--- config.mk ---
export PLATFORM = sky130hd
export DESIGN_NAME = swc_sleep_ctrl
export DESIGN_NICKNAME = d
export VERILOG_FILES = /design/src/rtl/swc_pkg.sv /design/src/rtl/swc_wake_edges.sv /design/src/rtl/swc_sleep_ctrl.sv
export SDC_FILE = /design/constraint.sdc
export NUM_CORES = 1
export LEC_CHECK = 0
export ABC_CLOCK_PERIOD_IN_PS = 3200
export BUFFER_PORTS_ARGS = -buffer_cell sky130_fd_sc_hd__buf_2
export CORE_MARGIN = 4
export CORE_UTILIZATION = 49
export DETAILED_ROUTE_END_ITERATION = 6
export GPL_TIMING_DRIVEN = 0
export PLACE_DENSITY = 0.77
export SLEW_MARGIN = 20
export SYNTH_ARGS = -nofsm -noshare
export SYNTH_HDL_FRONTEND = slang
export SYNTH_SLANG_ARGS = --single-unit
--- constraint.sdc ---
create_clock -name clk -period 3.2 [get_ports clk]
set_input_delay 0.32 -clock clk [delete_from_list [all_inputs] [get_ports clk]]
set_output_delay 0.32 -clock clk [all_outputs]
set_load 0.03 [all_outputs]
--- src/rtl/swc_pkg.sv ---
// Constants, bit positions and types shared by the sleep and wake controller.
// Assumes a 100 MHz system clock and control words supplied by the core.
`default_nettype none

package swc_pkg;

  // Clock speed control word
  localparam int CSC_MULT_LSB = 0;
  localparam int CSC_MULT_W = 8;
  localparam int CSC_TRIM_EN_BIT = 8;
  localparam int CSC_XTAL_EN_BIT = 9;
  localparam int CSC_IDLE_BIT = 10;

  // Interrupt and general control word
  localparam int IGC_T1_SRC_BIT = 8;
  localparam int IGC_T2_SRC_BIT = 9;
  localparam int IGC_T1_EN_BIT = 10;
  localparam int IGC_T2_EN_BIT = 11;
  localparam int IGC_ASYNC_BIT = 14;

  // Interrupt mask positions in the low byte of the control word
  localparam int MSK_W = 5;
  localparam int MSK_CONV = 0;
  localparam int MSK_T1 = 1;
  localparam int MSK_T2 = 2;
  localparam int MSK_PORTD = 3;
  localparam int MSK_PORTF = 4;

  // Port D wake pins and their active edge, 1 = rising
  localparam int PORTD_LO = 2;
  localparam int PORTD_N = 4;
  localparam logic [3:0] PORTD_RISE = 4'h0;

  // Oscillator restart times and derived cycle counts
  localparam int CLK_MHZ = 100;
  localparam int TRIM_START_US = 20;
  localparam int XTAL_START_US = 200;
  localparam int TRIM_START_CYC = TRIM_START_US * CLK_MHZ;
  localparam int XTAL_START_CYC = XTAL_START_US * CLK_MHZ;
  localparam int SETTLE_W = 16;

  // Wake source codes
  localparam logic [2:0] SRC_NONE = 3'h0;
  localparam logic [2:0] SRC_RESET = 3'h1;
  localparam logic [2:0] SRC_T1 = 3'h2;
  localparam logic [2:0] SRC_T2 = 3'h3;
  localparam logic [2:0] SRC_PORTD = 3'h4;
  localparam logic [2:0] SRC_PORTF = 3'h5;
  localparam logic [2:0] SRC_CONV = 3'h6;

  typedef enum logic [1:0] {ST_AWAKE, ST_ASLEEP} swc_state_t;
  typedef enum logic [1:0] {LVL_LIGHT, LVL_MID, LVL_DEEP, LVL_OTHER} swc_level_t;

endpackage

`default_nettype wire

--- src/rtl/swc_wake_edges.sv ---
// Edge detection for the external wake pins and the reset pin.
// Assumes all pin inputs are already synchronous to clk.
`default_nettype none

module swc_wake_edges import swc_pkg::*; (
  // Clock and reset
  input wire logic clk,
  input wire logic arst_n,
  // Pins
  input wire logic reset_pin,
  input wire logic [7:0] port_f_pins,
  input wire logic [7:0] port_d_pins,
  input wire logic [7:0] port_d_dir,
  // Events
  output logic reset_rise,
  output logic port_f_fall,
  output logic [PORTD_N-1:0] port_d_edge
);

  logic reset_prev;
  logic f_all_prev;
  logic [PORTD_N-1:0] d_prev;

  // Reset pin low-to-high
  always_ff @(posedge clk or negedge arst_n) begin
    if (!arst_n) begin
      reset_prev <= 1'b1;
      reset_rise <= 1'b0;
    end else begin
      reset_prev <= reset_pin;
      reset_rise <= reset_pin & ~reset_prev;
    end
  end

  // Port F fires only when all pins were high and one drops
  always_ff @(posedge clk or negedge arst_n) begin
    if (!arst_n) begin
      f_all_prev <= 1'b1;
      port_f_fall <= 1'b0;
    end else begin
      f_all_prev <= &port_f_pins;
      port_f_fall <= f_all_prev & ~(&port_f_pins);
    end
  end

  // Port D pins wake only while configured as inputs
  for (genvar i = 0; i < PORTD_N; i++) begin : g_portd
    always_ff @(posedge clk or negedge arst_n) begin
      if (!arst_n) begin
        d_prev[i] <= 1'b0;
        port_d_edge[i] <= 1'b0;
      end else begin
        d_prev[i] <= port_d_pins[PORTD_LO+i];
        port_d_edge[i] <= ~port_d_dir[PORTD_LO+i] &
          (PORTD_RISE[i] ? (port_d_pins[PORTD_LO+i] & ~d_prev[i])
                         : (~port_d_pins[PORTD_LO+i] & d_prev[i]));
      end
    end
  end

endmodule

`default_nettype wire

--- src/rtl/swc_sleep_ctrl.sv ---
// Sleep and wake-up controller: clock gating during sleep and wake decisions.
// Assumes control words, timer underflows and pins are synchronous to clk.
`default_nettype none

module swc_sleep_ctrl import swc_pkg::*; #(
  parameter int TRIM_SETTLE = TRIM_START_CYC,
  parameter int XTAL_SETTLE = XTAL_START_CYC
) (
  // Clock and reset
  input wire logic clk,
  input wire logic arst_n,
  // Core side
  input wire logic sleep_instr,
  input wire logic global_irq_enable_instr,
  input wire logic [15:0] clock_speed_control_reg,
  input wire logic [15:0] interrupt_general_control_reg,
  input wire logic converter_enable,
  input wire logic pulse_density_output,
  // Wake sources
  input wire logic reset_pin,
  input wire logic first_countdown_timer_uf,
  input wire logic second_countdown_timer_uf,
  input wire logic converter_timer_uf,
  input wire logic [7:0] port_f_pins,
  input wire logic [7:0] port_d_pins,
  input wire logic [7:0] port_d_dir,
  // Clock controls
  output logic cpu_clk_run,
  output logic pll_run,
  output logic periph_master_clock_run,
  output logic ref_osc_run,
  output logic first_timer_clk_run,
  output logic second_timer_clk_run,
  output logic [7:0] pll_multiplier,
  output logic async_wake_active,
  output logic core_full_speed,
  // Sleep status
  output logic asleep,
  output logic [1:0] sleep_level,
  // Wake result
  output logic wake_pulse,
  output logic goto_irq_vector,
  output logic resume_after_sleep,
  output logic goto_reset_vector,
  output logic [2:0] wake_source
);

  function automatic logic osc_enabled(input logic [15:0] csc);
    osc_enabled = csc[CSC_TRIM_EN_BIT] | csc[CSC_XTAL_EN_BIT];
  endfunction

  function automatic swc_level_t level_of(input logic idle, input logic osc, input logic async_m);
    if (!idle && osc && !async_m) begin
      level_of = LVL_LIGHT;
    end else if (idle && osc && async_m) begin
      level_of = LVL_MID;
    end else if (idle && !osc && async_m) begin
      level_of = LVL_DEEP;
    end else begin
      level_of = LVL_OTHER;
    end
  endfunction

  swc_state_t state;
  logic cap_idle;
  logic cap_osc;
  logic cap_xtal;
  logic cap_async;
  logic cap_gie;
  logic cap_conv;
  logic [MSK_W-1:0] cap_mask;
  logic cap_t1_en;
  logic cap_t1_ref;
  logic cap_t2_en;
  logic cap_t2_ref;
  logic osc_prev;
  logic [SETTLE_W-1:0] settle_cnt;

  logic reset_rise;
  logic port_f_fall;
  logic [PORTD_N-1:0] port_d_edge;

  logic osc_live;
  logic enter_sleep;
  logic mclk_sleep;
  logic t1_sleep;
  logic t2_sleep;
  logic visible;
  logic wk_t1;
  logic wk_t2;
  logic wk_d;
  logic wk_f;
  logic wk_conv;
  logic wake_any;
  logic [2:0] next_source;
  logic settle_start;

  swc_wake_edges u_edges (
    .clk(clk),
    .arst_n(arst_n),
    .reset_pin(reset_pin),
    .port_f_pins(port_f_pins),
    .port_d_pins(port_d_pins),
    .port_d_dir(port_d_dir),
    .reset_rise(reset_rise),
    .port_f_fall(port_f_fall),
    .port_d_edge(port_d_edge)
  );

  assign osc_live = osc_enabled(clock_speed_control_reg);
  assign enter_sleep = (state == ST_AWAKE) && sleep_instr;

  // Clock status implied by the captured controls
  assign mclk_sleep = !cap_idle && cap_osc;
  assign t1_sleep = cap_t1_en && (cap_t1_ref ? cap_osc : mclk_sleep);
  assign t2_sleep = cap_t2_en && (cap_t2_ref ? cap_osc : mclk_sleep);
  // Synchronous path needs the master clock, async path does not
  assign visible = mclk_sleep || cap_async;

  // Wake qualification
  assign wk_t1 = first_countdown_timer_uf && cap_mask[MSK_T1] && t1_sleep && visible;
  assign wk_t2 = second_countdown_timer_uf && cap_mask[MSK_T2] && t2_sleep && visible;
  assign wk_d = (|port_d_edge) && cap_mask[MSK_PORTD] && visible;
  assign wk_f = port_f_fall && cap_mask[MSK_PORTF] && visible;
  assign wk_conv = converter_timer_uf && cap_mask[MSK_CONV] && cap_conv && visible;
  assign wake_any = (state == ST_ASLEEP) && (reset_rise || wk_t1 || wk_t2 || wk_d || wk_f || wk_conv);

  always_comb begin
    next_source = SRC_NONE;
    if (reset_rise) begin
      next_source = SRC_RESET;
    end else if (wk_t1) begin
      next_source = SRC_T1;
    end else if (wk_t2) begin
      next_source = SRC_T2;
    end else if (wk_d) begin
      next_source = SRC_PORTD;
    end else if (wk_f) begin
      next_source = SRC_PORTF;
    end else if (wk_conv) begin
      next_source = SRC_CONV;
    end
  end

  // Sleep state
  always_ff @(posedge clk or negedge arst_n) begin
    if (!arst_n) begin
      state <= ST_AWAKE;
    end else begin
      case (state)
        ST_AWAKE: begin
          if (sleep_instr) begin
            state <= ST_ASLEEP;
          end
        end
        ST_ASLEEP: begin
          if (wake_any) begin
            state <= ST_AWAKE;
          end
        end
        default: begin
          state <= ST_AWAKE;
        end
      endcase
    end
  end

  // Controls sampled at the sleep instruction
  always_ff @(posedge clk or negedge arst_n) begin
    if (!arst_n) begin
      cap_idle <= 1'b0;
      cap_osc <= 1'b0;
      cap_xtal <= 1'b0;
      cap_async <= 1'b0;
      cap_gie <= 1'b0;
      cap_conv <= 1'b0;
      cap_mask <= '0;
      cap_t1_en <= 1'b0;
      cap_t1_ref <= 1'b0;
      cap_t2_en <= 1'b0;
      cap_t2_ref <= 1'b0;
    end else if (enter_sleep) begin
      cap_idle <= clock_speed_control_reg[CSC_IDLE_BIT];
      cap_osc <= osc_live;
      cap_xtal <= clock_speed_control_reg[CSC_XTAL_EN_BIT];
      cap_async <= interrupt_general_control_reg[IGC_ASYNC_BIT];
      cap_gie <= global_irq_enable_instr;
      cap_conv <= converter_enable | pulse_density_output;
      cap_mask <= interrupt_general_control_reg[MSK_W-1:0];
      cap_t1_en <= interrupt_general_control_reg[IGC_T1_EN_BIT];
      cap_t1_ref <= interrupt_general_control_reg[IGC_T1_SRC_BIT];
      cap_t2_en <= interrupt_general_control_reg[IGC_T2_EN_BIT];
      cap_t2_ref <= interrupt_general_control_reg[IGC_T2_SRC_BIT];
    end
  end

  // Clock enables
  always_ff @(posedge clk or negedge arst_n) begin
    if (!arst_n) begin
      asleep <= 1'b0;
      cpu_clk_run <= 1'b1;
      pll_run <= 1'b1;
      periph_master_clock_run <= 1'b1;
      ref_osc_run <= 1'b0;
      first_timer_clk_run <= 1'b0;
      second_timer_clk_run <= 1'b0;
      async_wake_active <= 1'b0;
      sleep_level <= 2'h0;
    end else if ((state == ST_ASLEEP) && !wake_any) begin
      asleep <= 1'b1;
      cpu_clk_run <= 1'b0;
      pll_run <= mclk_sleep;
      periph_master_clock_run <= mclk_sleep;
      ref_osc_run <= cap_osc;
      first_timer_clk_run <= t1_sleep;
      second_timer_clk_run <= t2_sleep;
      async_wake_active <= cap_async;
      sleep_level <= level_of(cap_idle, cap_osc, cap_async);
    end else begin
      asleep <= 1'b0;
      cpu_clk_run <= 1'b1;
      pll_run <= 1'b1;
      periph_master_clock_run <= 1'b1;
      ref_osc_run <= osc_live;
      first_timer_clk_run <= interrupt_general_control_reg[IGC_T1_EN_BIT] &&
        (!interrupt_general_control_reg[IGC_T1_SRC_BIT] || osc_live);
      second_timer_clk_run <= interrupt_general_control_reg[IGC_T2_EN_BIT] &&
        (!interrupt_general_control_reg[IGC_T2_SRC_BIT] || osc_live);
      async_wake_active <= 1'b0;
      sleep_level <= level_of(clock_speed_control_reg[CSC_IDLE_BIT], osc_live,
        interrupt_general_control_reg[IGC_ASYNC_BIT]);
    end
  end

  // Multiplier follows the clock speed word
  always_ff @(posedge clk or negedge arst_n) begin
    if (!arst_n) begin
      pll_multiplier <= 8'h00;
    end else begin
      pll_multiplier <= clock_speed_control_reg[CSC_MULT_LSB +: CSC_MULT_W];
    end
  end

  // Wake outcome
  always_ff @(posedge clk or negedge arst_n) begin
    if (!arst_n) begin
      wake_pulse <= 1'b0;
      goto_irq_vector <= 1'b0;
      resume_after_sleep <= 1'b0;
      goto_reset_vector <= 1'b0;
      wake_source <= SRC_NONE;
    end else begin
      wake_pulse <= wake_any;
      goto_reset_vector <= wake_any && reset_rise;
      goto_irq_vector <= wake_any && !reset_rise && cap_gie;
      resume_after_sleep <= wake_any && !reset_rise && !cap_gie;
      if (wake_any) begin
        wake_source <= next_source;
      end
    end
  end

  // Oscillator restart delay on enable or on wake from idle sleep with the oscillator kept on
  assign settle_start = ((state == ST_AWAKE) && osc_live && !osc_prev) ||
    (wake_any && cap_idle && cap_osc);

  always_ff @(posedge clk or negedge arst_n) begin
    if (!arst_n) begin
      osc_prev <= 1'b0;
      settle_cnt <= '0;
      core_full_speed <= 1'b1;
    end else begin
      osc_prev <= osc_live;
      if (settle_start) begin
        settle_cnt <= (wake_any ? cap_xtal : clock_speed_control_reg[CSC_XTAL_EN_BIT]) ?
          SETTLE_W'(XTAL_SETTLE) : SETTLE_W'(TRIM_SETTLE);
        core_full_speed <= 1'b0;
      end else if (settle_cnt != '0) begin
        settle_cnt <= settle_cnt - 1'b1;
        core_full_speed <= (settle_cnt == SETTLE_W'(1));
      end else begin
        core_full_speed <= 1'b1;
      end
    end
  end
endmodule

`default_nettype wire

==> results of run 1 <==
-- logic make-up (layout without fill, tap and decap cells) --
group	count (synthesis)	count (layout)	share of synthesized area
AND/OR/NAND/NOR	120	120	0.2063
flip-flops	70	70	0.6002
AO/OA/AOI/OAI	35	35	0.08714
buffers and inverters	18	108	0.02734
XOR/XNOR	15	15	0.04485
multiplexers	7	7	0.02563
adder cells (fa/ha/maj)	2	2	0.008542
-- layout by cell type, fill, tap and decap left out, types with 2 or more instances in the layout --
master / n
o31ai_1: 7
a211oi_1: 2
and2_1: 4
o21ai_0: 11
nor4_1: 5
buf_4: 2
mux2_2: 4
buf_2: 72
nand2b_1: 4
nand3_1: 2
nand3b_1: 2
xnor2_1: 8
dfrtp_1: 65
nor2_1: 15
dfstp_2: 5
or3_1: 7
a32oi_1: 2
and3_1: 3
nor3_1: 9
o22ai_1: 2
ha_1: 2
nor3b_1: 6
clkbuf_1: 8
o2111a_1: 3
clkinv_2: 2
inv_1: 8
nor2b_1: 4
nand4_1: 2
clkbuf_8: 12
xor2_1: 7
mux2i_1: 3
nand2_1: 50
-- state kept, by name (all words and copies together), names as in the netlist, 2 cells and up --
name                 count
cap_mask                 5
u_edges.d_prev           4
settle_cnt              16
u_edges.port_d_edge      4
wake_source              3
pll_multiplier           8
sleep_level              2
-- layout make-up --
cell class	count	share of cell area
Buffer	10	0.01388
Tap cell	72	0.02498
Multi-Input combinational cell	179	0.3026
Clock inverter	3	0.004858
Inverter	8	0.008328
Clock buffer	13	0.04684
Timing Repair Buffer	74	0.1110
Sequential cell	70	0.4875
-- worst min path at each step --
stage,from,end,slack [ps],cells after the start
after global routing,clock_speed_control_reg[1],pll_multiplier[1]$_DFF_PN0_,60,1
after floorplan,arst_n,asleep$_DFF_PN0_,20,0
after global placement,clock_speed_control_reg[6],pll_multiplier[6]$_DFF_PN0_,430,1
final,clock_speed_control_reg[1],pll_multiplier[1]$_DFF_PN0_,80,1
after CTS,clock_speed_control_reg[7],pll_multiplier[7]$_DFF_PN0_,60,1
after detailed placement,arst_n,pll_multiplier[3]$_DFF_PN0_,240,1
-- power groups by stage --
stage / sequential, mW / clock, mW / combinational, mW
finish: 1.33 / 0.655 / 1.10
global route: 1.36 / 0.716 / 1.22
CTS: 1.33 / 0.673 / 1.12
detailed placement: 1.34 / 0 / 1.11
global placement: 1.33 / 0 / 1.08
floorplan: 1.48 / 0 / 0.645
-- timing repair --
action,CTS,global route
hold endpoints to repair,20,0
gates resized for setup,0,0
hold buffers,1,0
-- routing by layer --
layer | part of all wire | track usage | wire length [um] | vias to the layer above
met1 | 0.44 | 0.2197 | 2600 | 1033
li1 | - | - | - | 1087
met4 | 0.015 | 0.08777 | 89 | 0
met3 | 0.074 | 0.05534 | 431 | 7
met2 | 0.47 | 0.2571 | 2728 | 67
met5 | 0 | 0 | 0 | -
-- through the flow --
step	area, um2	total power [mW]
global route	3606	3.297
floorplan	2929	2.130
CTS	3606	3.115
finish	3606	3.084
detailed placement	3410	2.449
global placement	3379	2.404
==> results.yml, run 1 <==
drt:
  wirelength_um: 5848
  final_antenna_net_count: 0
  wl_per_cell_um: 13.63
  first_pass_iters: 4
  first_iter_violations: 69
  drc: 0
  post_drt_via_cell_ratio: 5.114
  via_count: 2194
timing:
  worst_slack_ps: 704.8
  worst_pin_slew_ps: 741.4
  hold_viol: 0
  period_needed_ps: 2495
  fin_tns_setup_ps: 0
  skew_ps: 7.673
  timing.hold.ws_ps: 82.30
  setup_viol: 0
  slew_headroom: 0.5024
  fmaxAchievable_ghz: 0.4008
  fin_crit_sh: 0.7797
  rsz0062_at_grt: "no"
  finalMaxSlewViolations: 0
global_routing:
  track_usage: 0.1706
  grt_pass1_wl_um: 9749
  grt_max_degree: 49
  grt_antenna_before_repair: 0
  grt_overflow: 0
  grt_pass1_vias: 2172
yosys:
  avgSynthCellArea_um2: 10.97
  synth.area.top_cells: "dfrtp_1 56%, nand2_1 6.4%, dfstp_2 4.5%"
  yosysWarnings: 0
  synthDistinctLibCells: 46
  ys_ff_latch: 70
  synth_edf_count: 0
  synthesis.nets: 335
  ys.flop_type: "dfrtp_1"
  async_reset_ff_frac: 1.000
  synth_top_area_frac: 0.5553
  synth_commonest_cells: "65 x dfrtp_1, 50 x nand2_1, 15 x nor2_1, 11 x o21ai_0, 9 x nor3_1"
  syn-cell-area_mm2: 0.002929
  synth_area_leader_cell: "dfrtp_1"
  synthCells: 267
  synth.most_common_cell: "dfrtp_1"
  synth-seq-area-share: 0.6002
power:
  p_int_mw: 1.935
  powerDensity_mw_per_mm2: 855.2
  peakVddDrop_v: 0.0005222
  p_comb_frac: 0.358
  switching_share: 0.3726
  power_frac_seq: 0.430
  clkPwrFrac: 0.212
  power_switching_mw: 1.149
  p_leak_nw: 1.724
critical_path:
  rr_endpoint: "settle_cnt[9]$_DFFE_PN0P_"
  endpoint_kind: "register"
  crit_path_max_fanout: 8
  cpMaxStageDelayCell: "o41a_1"
  cpPeakStageDelay_ps: 450
  crit_chain: "o41a_1 > or3b_4 > or4_4 > a22o_4 > or3b_1"
  startpoint: "u_edges.port_d_edge[1]$_DFF_PN0_"
  crit_path_end: "settle_cnt[9]$_DFFE_PN0P_"
  path_class: "reg2reg"
  arrival_ps: 2710
  cp.depth: 5
  reg2reg_from: "u_edges.port_d_edge[1]$_DFF_PN0_"
  critPathBufInv: 0
  cp_top_family: "simple AND/OR/NAND/NOR gates"
  r2r_slack_ps: 700
  cp.required_ps: 3410
  worst_r2r_path_depth: 5
  worst_setup_path_start_kind: "register"
clock_tree:
  cts_setup_buffers: 0
  cts.reportedPaths.clkPinSlew_ps: 70
  cts_tree: "done"
  clk_latency_ps: 340
  cts_buffer_depth: 2
  cts_made_buffers: 9
  clock-sinks: 70
  cts_max_level: 3
  cts_root_buf: "clkbuf_8"
final_layout:
  post-route-util: 0.6392
  area_growth_pct: 23.11
  seqCellArea_mm2: 0.001758
  fillers: 467
  multi_input_area_mm2: 0.001091
  num_antenna_cells: 0
  fin_cells: 429
  drive_above_1_share: 0.2941
  nNetsFinal: 420
placed_design:
  dp_hpwl_um: 4337
  gp_congestion: 0.7843
  place_ws_ps: 699.1
  io_buffer_count: 72
  dp_cells: 412
floorplan:
  initial_core_util: 0.5192
  core.rowCount: 27
  die_h_um: 85.32
  die_x_um: 85.32
  io_pins: 92
  core-area_mm2: 0.005642
  dieArea_mm2: 0.007279
flow_run:
  cap_violations: 0
outcome:
  outcome: "finished, final reports clean"
hold_path:
  hp-class: "in2reg"
Power figures use the tool's default switching activity.
==> inputs of run 2 (changes only) <==
--- a/config.mk
+++ b/config.mk
@@ -5,7 +5,7 @@
 export SDC_FILE = /design/constraint.sdc
 export NUM_CORES = 1
 export LEC_CHECK = 0
-export ABC_CLOCK_PERIOD_IN_PS = 3200
+export ABC_CLOCK_PERIOD_IN_PS = 2500
 export BUFFER_PORTS_ARGS = -buffer_cell sky130_fd_sc_hd__buf_2
 export CORE_MARGIN = 4
 export CORE_UTILIZATION = 49
==> constraint.sdc (replaced) <==
create_clock -name clk -period 2.5 [get_ports clk]
set_input_delay 0.25 -clock clk [delete_from_list [all_inputs] [get_ports clk]]
set_output_delay 0.25 -clock clk [all_outputs]
set_load 0.03 [all_outputs]
==> run 2 against run 1 <==
Effect of this change: critical path type unchanged; register-to-register slack got worse by 680 ps; via count increased by 2.0%; final cell count is 1.4% higher; final area increased by 2.6%; sequential share of layout area fell by 1.2 points; worst hold slack got worse by 65 ps; global-route usage rose by 0.27 points; combinational power is 34% higher.
==> results.yml, run 2 (synthesis results as in run 1) <==
critical_path:
  path_class: "reg2reg"
  reg2reg_from: "u_edges.port_d_edge[1]$_DFF_PN0_"
  arrival_ps: 2690
  crit_chain: "o41a_1 > or3b_4 > or4_4 > a22o_4 > or3b_1"
  worst_r2r_path_depth: 5
  crit_path_max_fanout: 8
  endpoint_kind: "register"
  worst_setup_path_start_kind: "register"
  cp.required_ps: 2710
  r2r_slack_ps: 30
  rr_endpoint: "settle_cnt[9]$_DFFE_PN0P_"
  cpMaxStageDelayCell: "o41a_1"
  cpPeakStageDelay_ps: 450
drt:
  wl_per_cell_um: 13.72
  drt-met1-wl_um: 2619
  post_drt_via_cell_ratio: 5.143
  wirelength_um: 5968
  final_antenna_net_count: 0
  first_iter_violations: 89
  met3_length_um: 409
  via_count: 2237
  first_pass_iters: 4
  top_layer: "met4"
  drc: 0
  wl_met2_um: 2836
global_routing:
  grt_overflow: 0
  grt_max_degree: 49
  grt_antenna_before_repair: 0
  track_usage: 0.1733
  grt_pass1_wl_um: 9853
  grt_pass1_vias: 2188
final_layout:
  regMostFlops: "settle_cnt"
  multi_input_area_mm2: 0.001130
  top_regs: "settle_cnt (16), pll_multiplier (8), cap_mask (5)"
  mostFrequentLayoutCell: "buf_2"
  drive_above_1_share: 0.3085
  layout_common_cells: "72 x buf_2, 65 x dfrtp_1, 50 x nand2_1"
  fillers: 456
  fin_cells: 435
  largest_reg_flops: 16
  seqCellArea_mm2: 0.001758
  nNetsFinal: 426
  post-route-util: 0.6558
  num_antenna_cells: 0
  area_growth_pct: 26.31
timing:
  fmaxAchievable_ghz: 0.4043
  worst_pin_slew_ps: 609.5
  setup_viol: 0
  slew_headroom: 0.5899
  hold_viol: 0
  finalMaxSlewViolations: 0
  skew_ps: 7.776
  worst_slack_ps: 26.42
  period_needed_ps: 2474
  fin_crit_sh: 0.9894
  rsz0062_at_grt: "yes"
power:
  powerDensity_mw_per_mm2: 1082
  peakVddDrop_v: 0.0006726
  p_leak_nw: 1.759
  power_mw: 4.002
hold_path:
  min_path_cells: 1
  hold_end: "pll_multiplier[3]$_DFF_PN0_"
  hp-start: "clock_speed_control_reg[3]"
  hp-class: "in2reg"
floorplan:
  dieArea_mm2: 0.007279
  core.rowCount: 27
  die_h_um: 85.32
  io_pins: 92
  core-area_mm2: 0.005642
  die_x_um: 85.32
  initial_core_util: 0.5192
clock_tree:
  clock-sinks: 70
  cts_buffer_depth: 2
  cts_root_buf: "clkbuf_8"
  cts_tree: "done"
  clk_latency_ps: 340
  cts.reportedPaths.clkPinSlew_ps: 70
  cts_made_buffers: 9
  cts_max_level: 3
flow_run:
  cap_violations: 0
placed_design:
  place_ws_ps: -0.8651
  io_buffer_count: 72
  gp_congestion: 0.7843
  dp_hpwl_um: 4337
  dp_cells: 412
outcome:
  outcome: "finished, final reports clean"
-- run 2: report_power, final --
part           total [mW]  internal, mW  switching (mW)
sequential           1.70          1.49           0.207
combinational        1.47         0.578           0.888
clock               0.841         0.439           0.402
-- run 2: worst max-delay path by stage --
stage / start / depth (start not counted) / slack [ps] / to
final: u_edges.port_d_edge[1]$_DFF_PN0_ / 5 / 30 / settle_cnt[9]$_DFFE_PN0P_
after global routing: cap_osc$_DFFE_PN0P_ / 6 / -60 / wake_source[0]$_DFFE_PN0P_
after CTS: u_edges.port_d_edge[2]$_DFF_PN0_ / 5 / -4 / settle_cnt[9]$_DFFE_PN0P_
after detailed placement: u_edges.port_d_edge[1]$_DFF_PN0_ / 5 / -0.9 / settle_cnt[9]$_DFFE_PN0P_
after global placement: u_edges.port_d_edge[1]$_DFF_PN0_ / 5 / 30 / settle_cnt[9]$_DFFE_PN0P_
after floorplan: u_edges.port_d_edge[1]$_DFF_PN0_ / 5 / 120 / settle_cnt[9]$_DFFE_PN0P_
-- run 2: routing by layer --
metal / vias up / global-route usage
met2: 65 / 0.2627
li1: 1100 / -
met1: 1063 / 0.2244
met3: 9 / 0.05340
met4: 0 / 0.08777
met5: - / 0
-- run 2: area by class of cell --
cell class / count / area share
Tap cell: 72 / 0.02435
Clock buffer: 13 / 0.04565
Buffer: 10 / 0.01353
Clock inverter: 3 / 0.004735
Timing Repair Buffer: 80 / 0.1231
Inverter: 8 / 0.008116
Sequential cell: 70 / 0.4751
Multi-Input combinational cell: 179 / 0.3054
-- run 2: repair_timing --
action,in CTS,in global routing
pin swaps,2,4
hold buffers,4,1
endpoints found under the hold margin,23,1
endpoints found under the setup margin,1,9
cloned,0,0
resized for setup,0,7
buffers inserted,2,0
-- run 2: through the flow --
step	area, um2	hold WS (ps)	TNS [ps]
after floorplan	2929	-45.59	0
after global placement	3379	357.8	0
after detailed placement	3410	167.1	-0.8651
after CTS	3651	1.069	-3.534
after global routing	3700	1.872	-150.8
final	3700	17.29	0
-- run 2: worst max-delay path, delay by kind of cell, from the launching register on --
family | cells | cell delay (ps)
flops | 1 | 360
compound gates | 2 | 750
simple gates | 3 | 1240
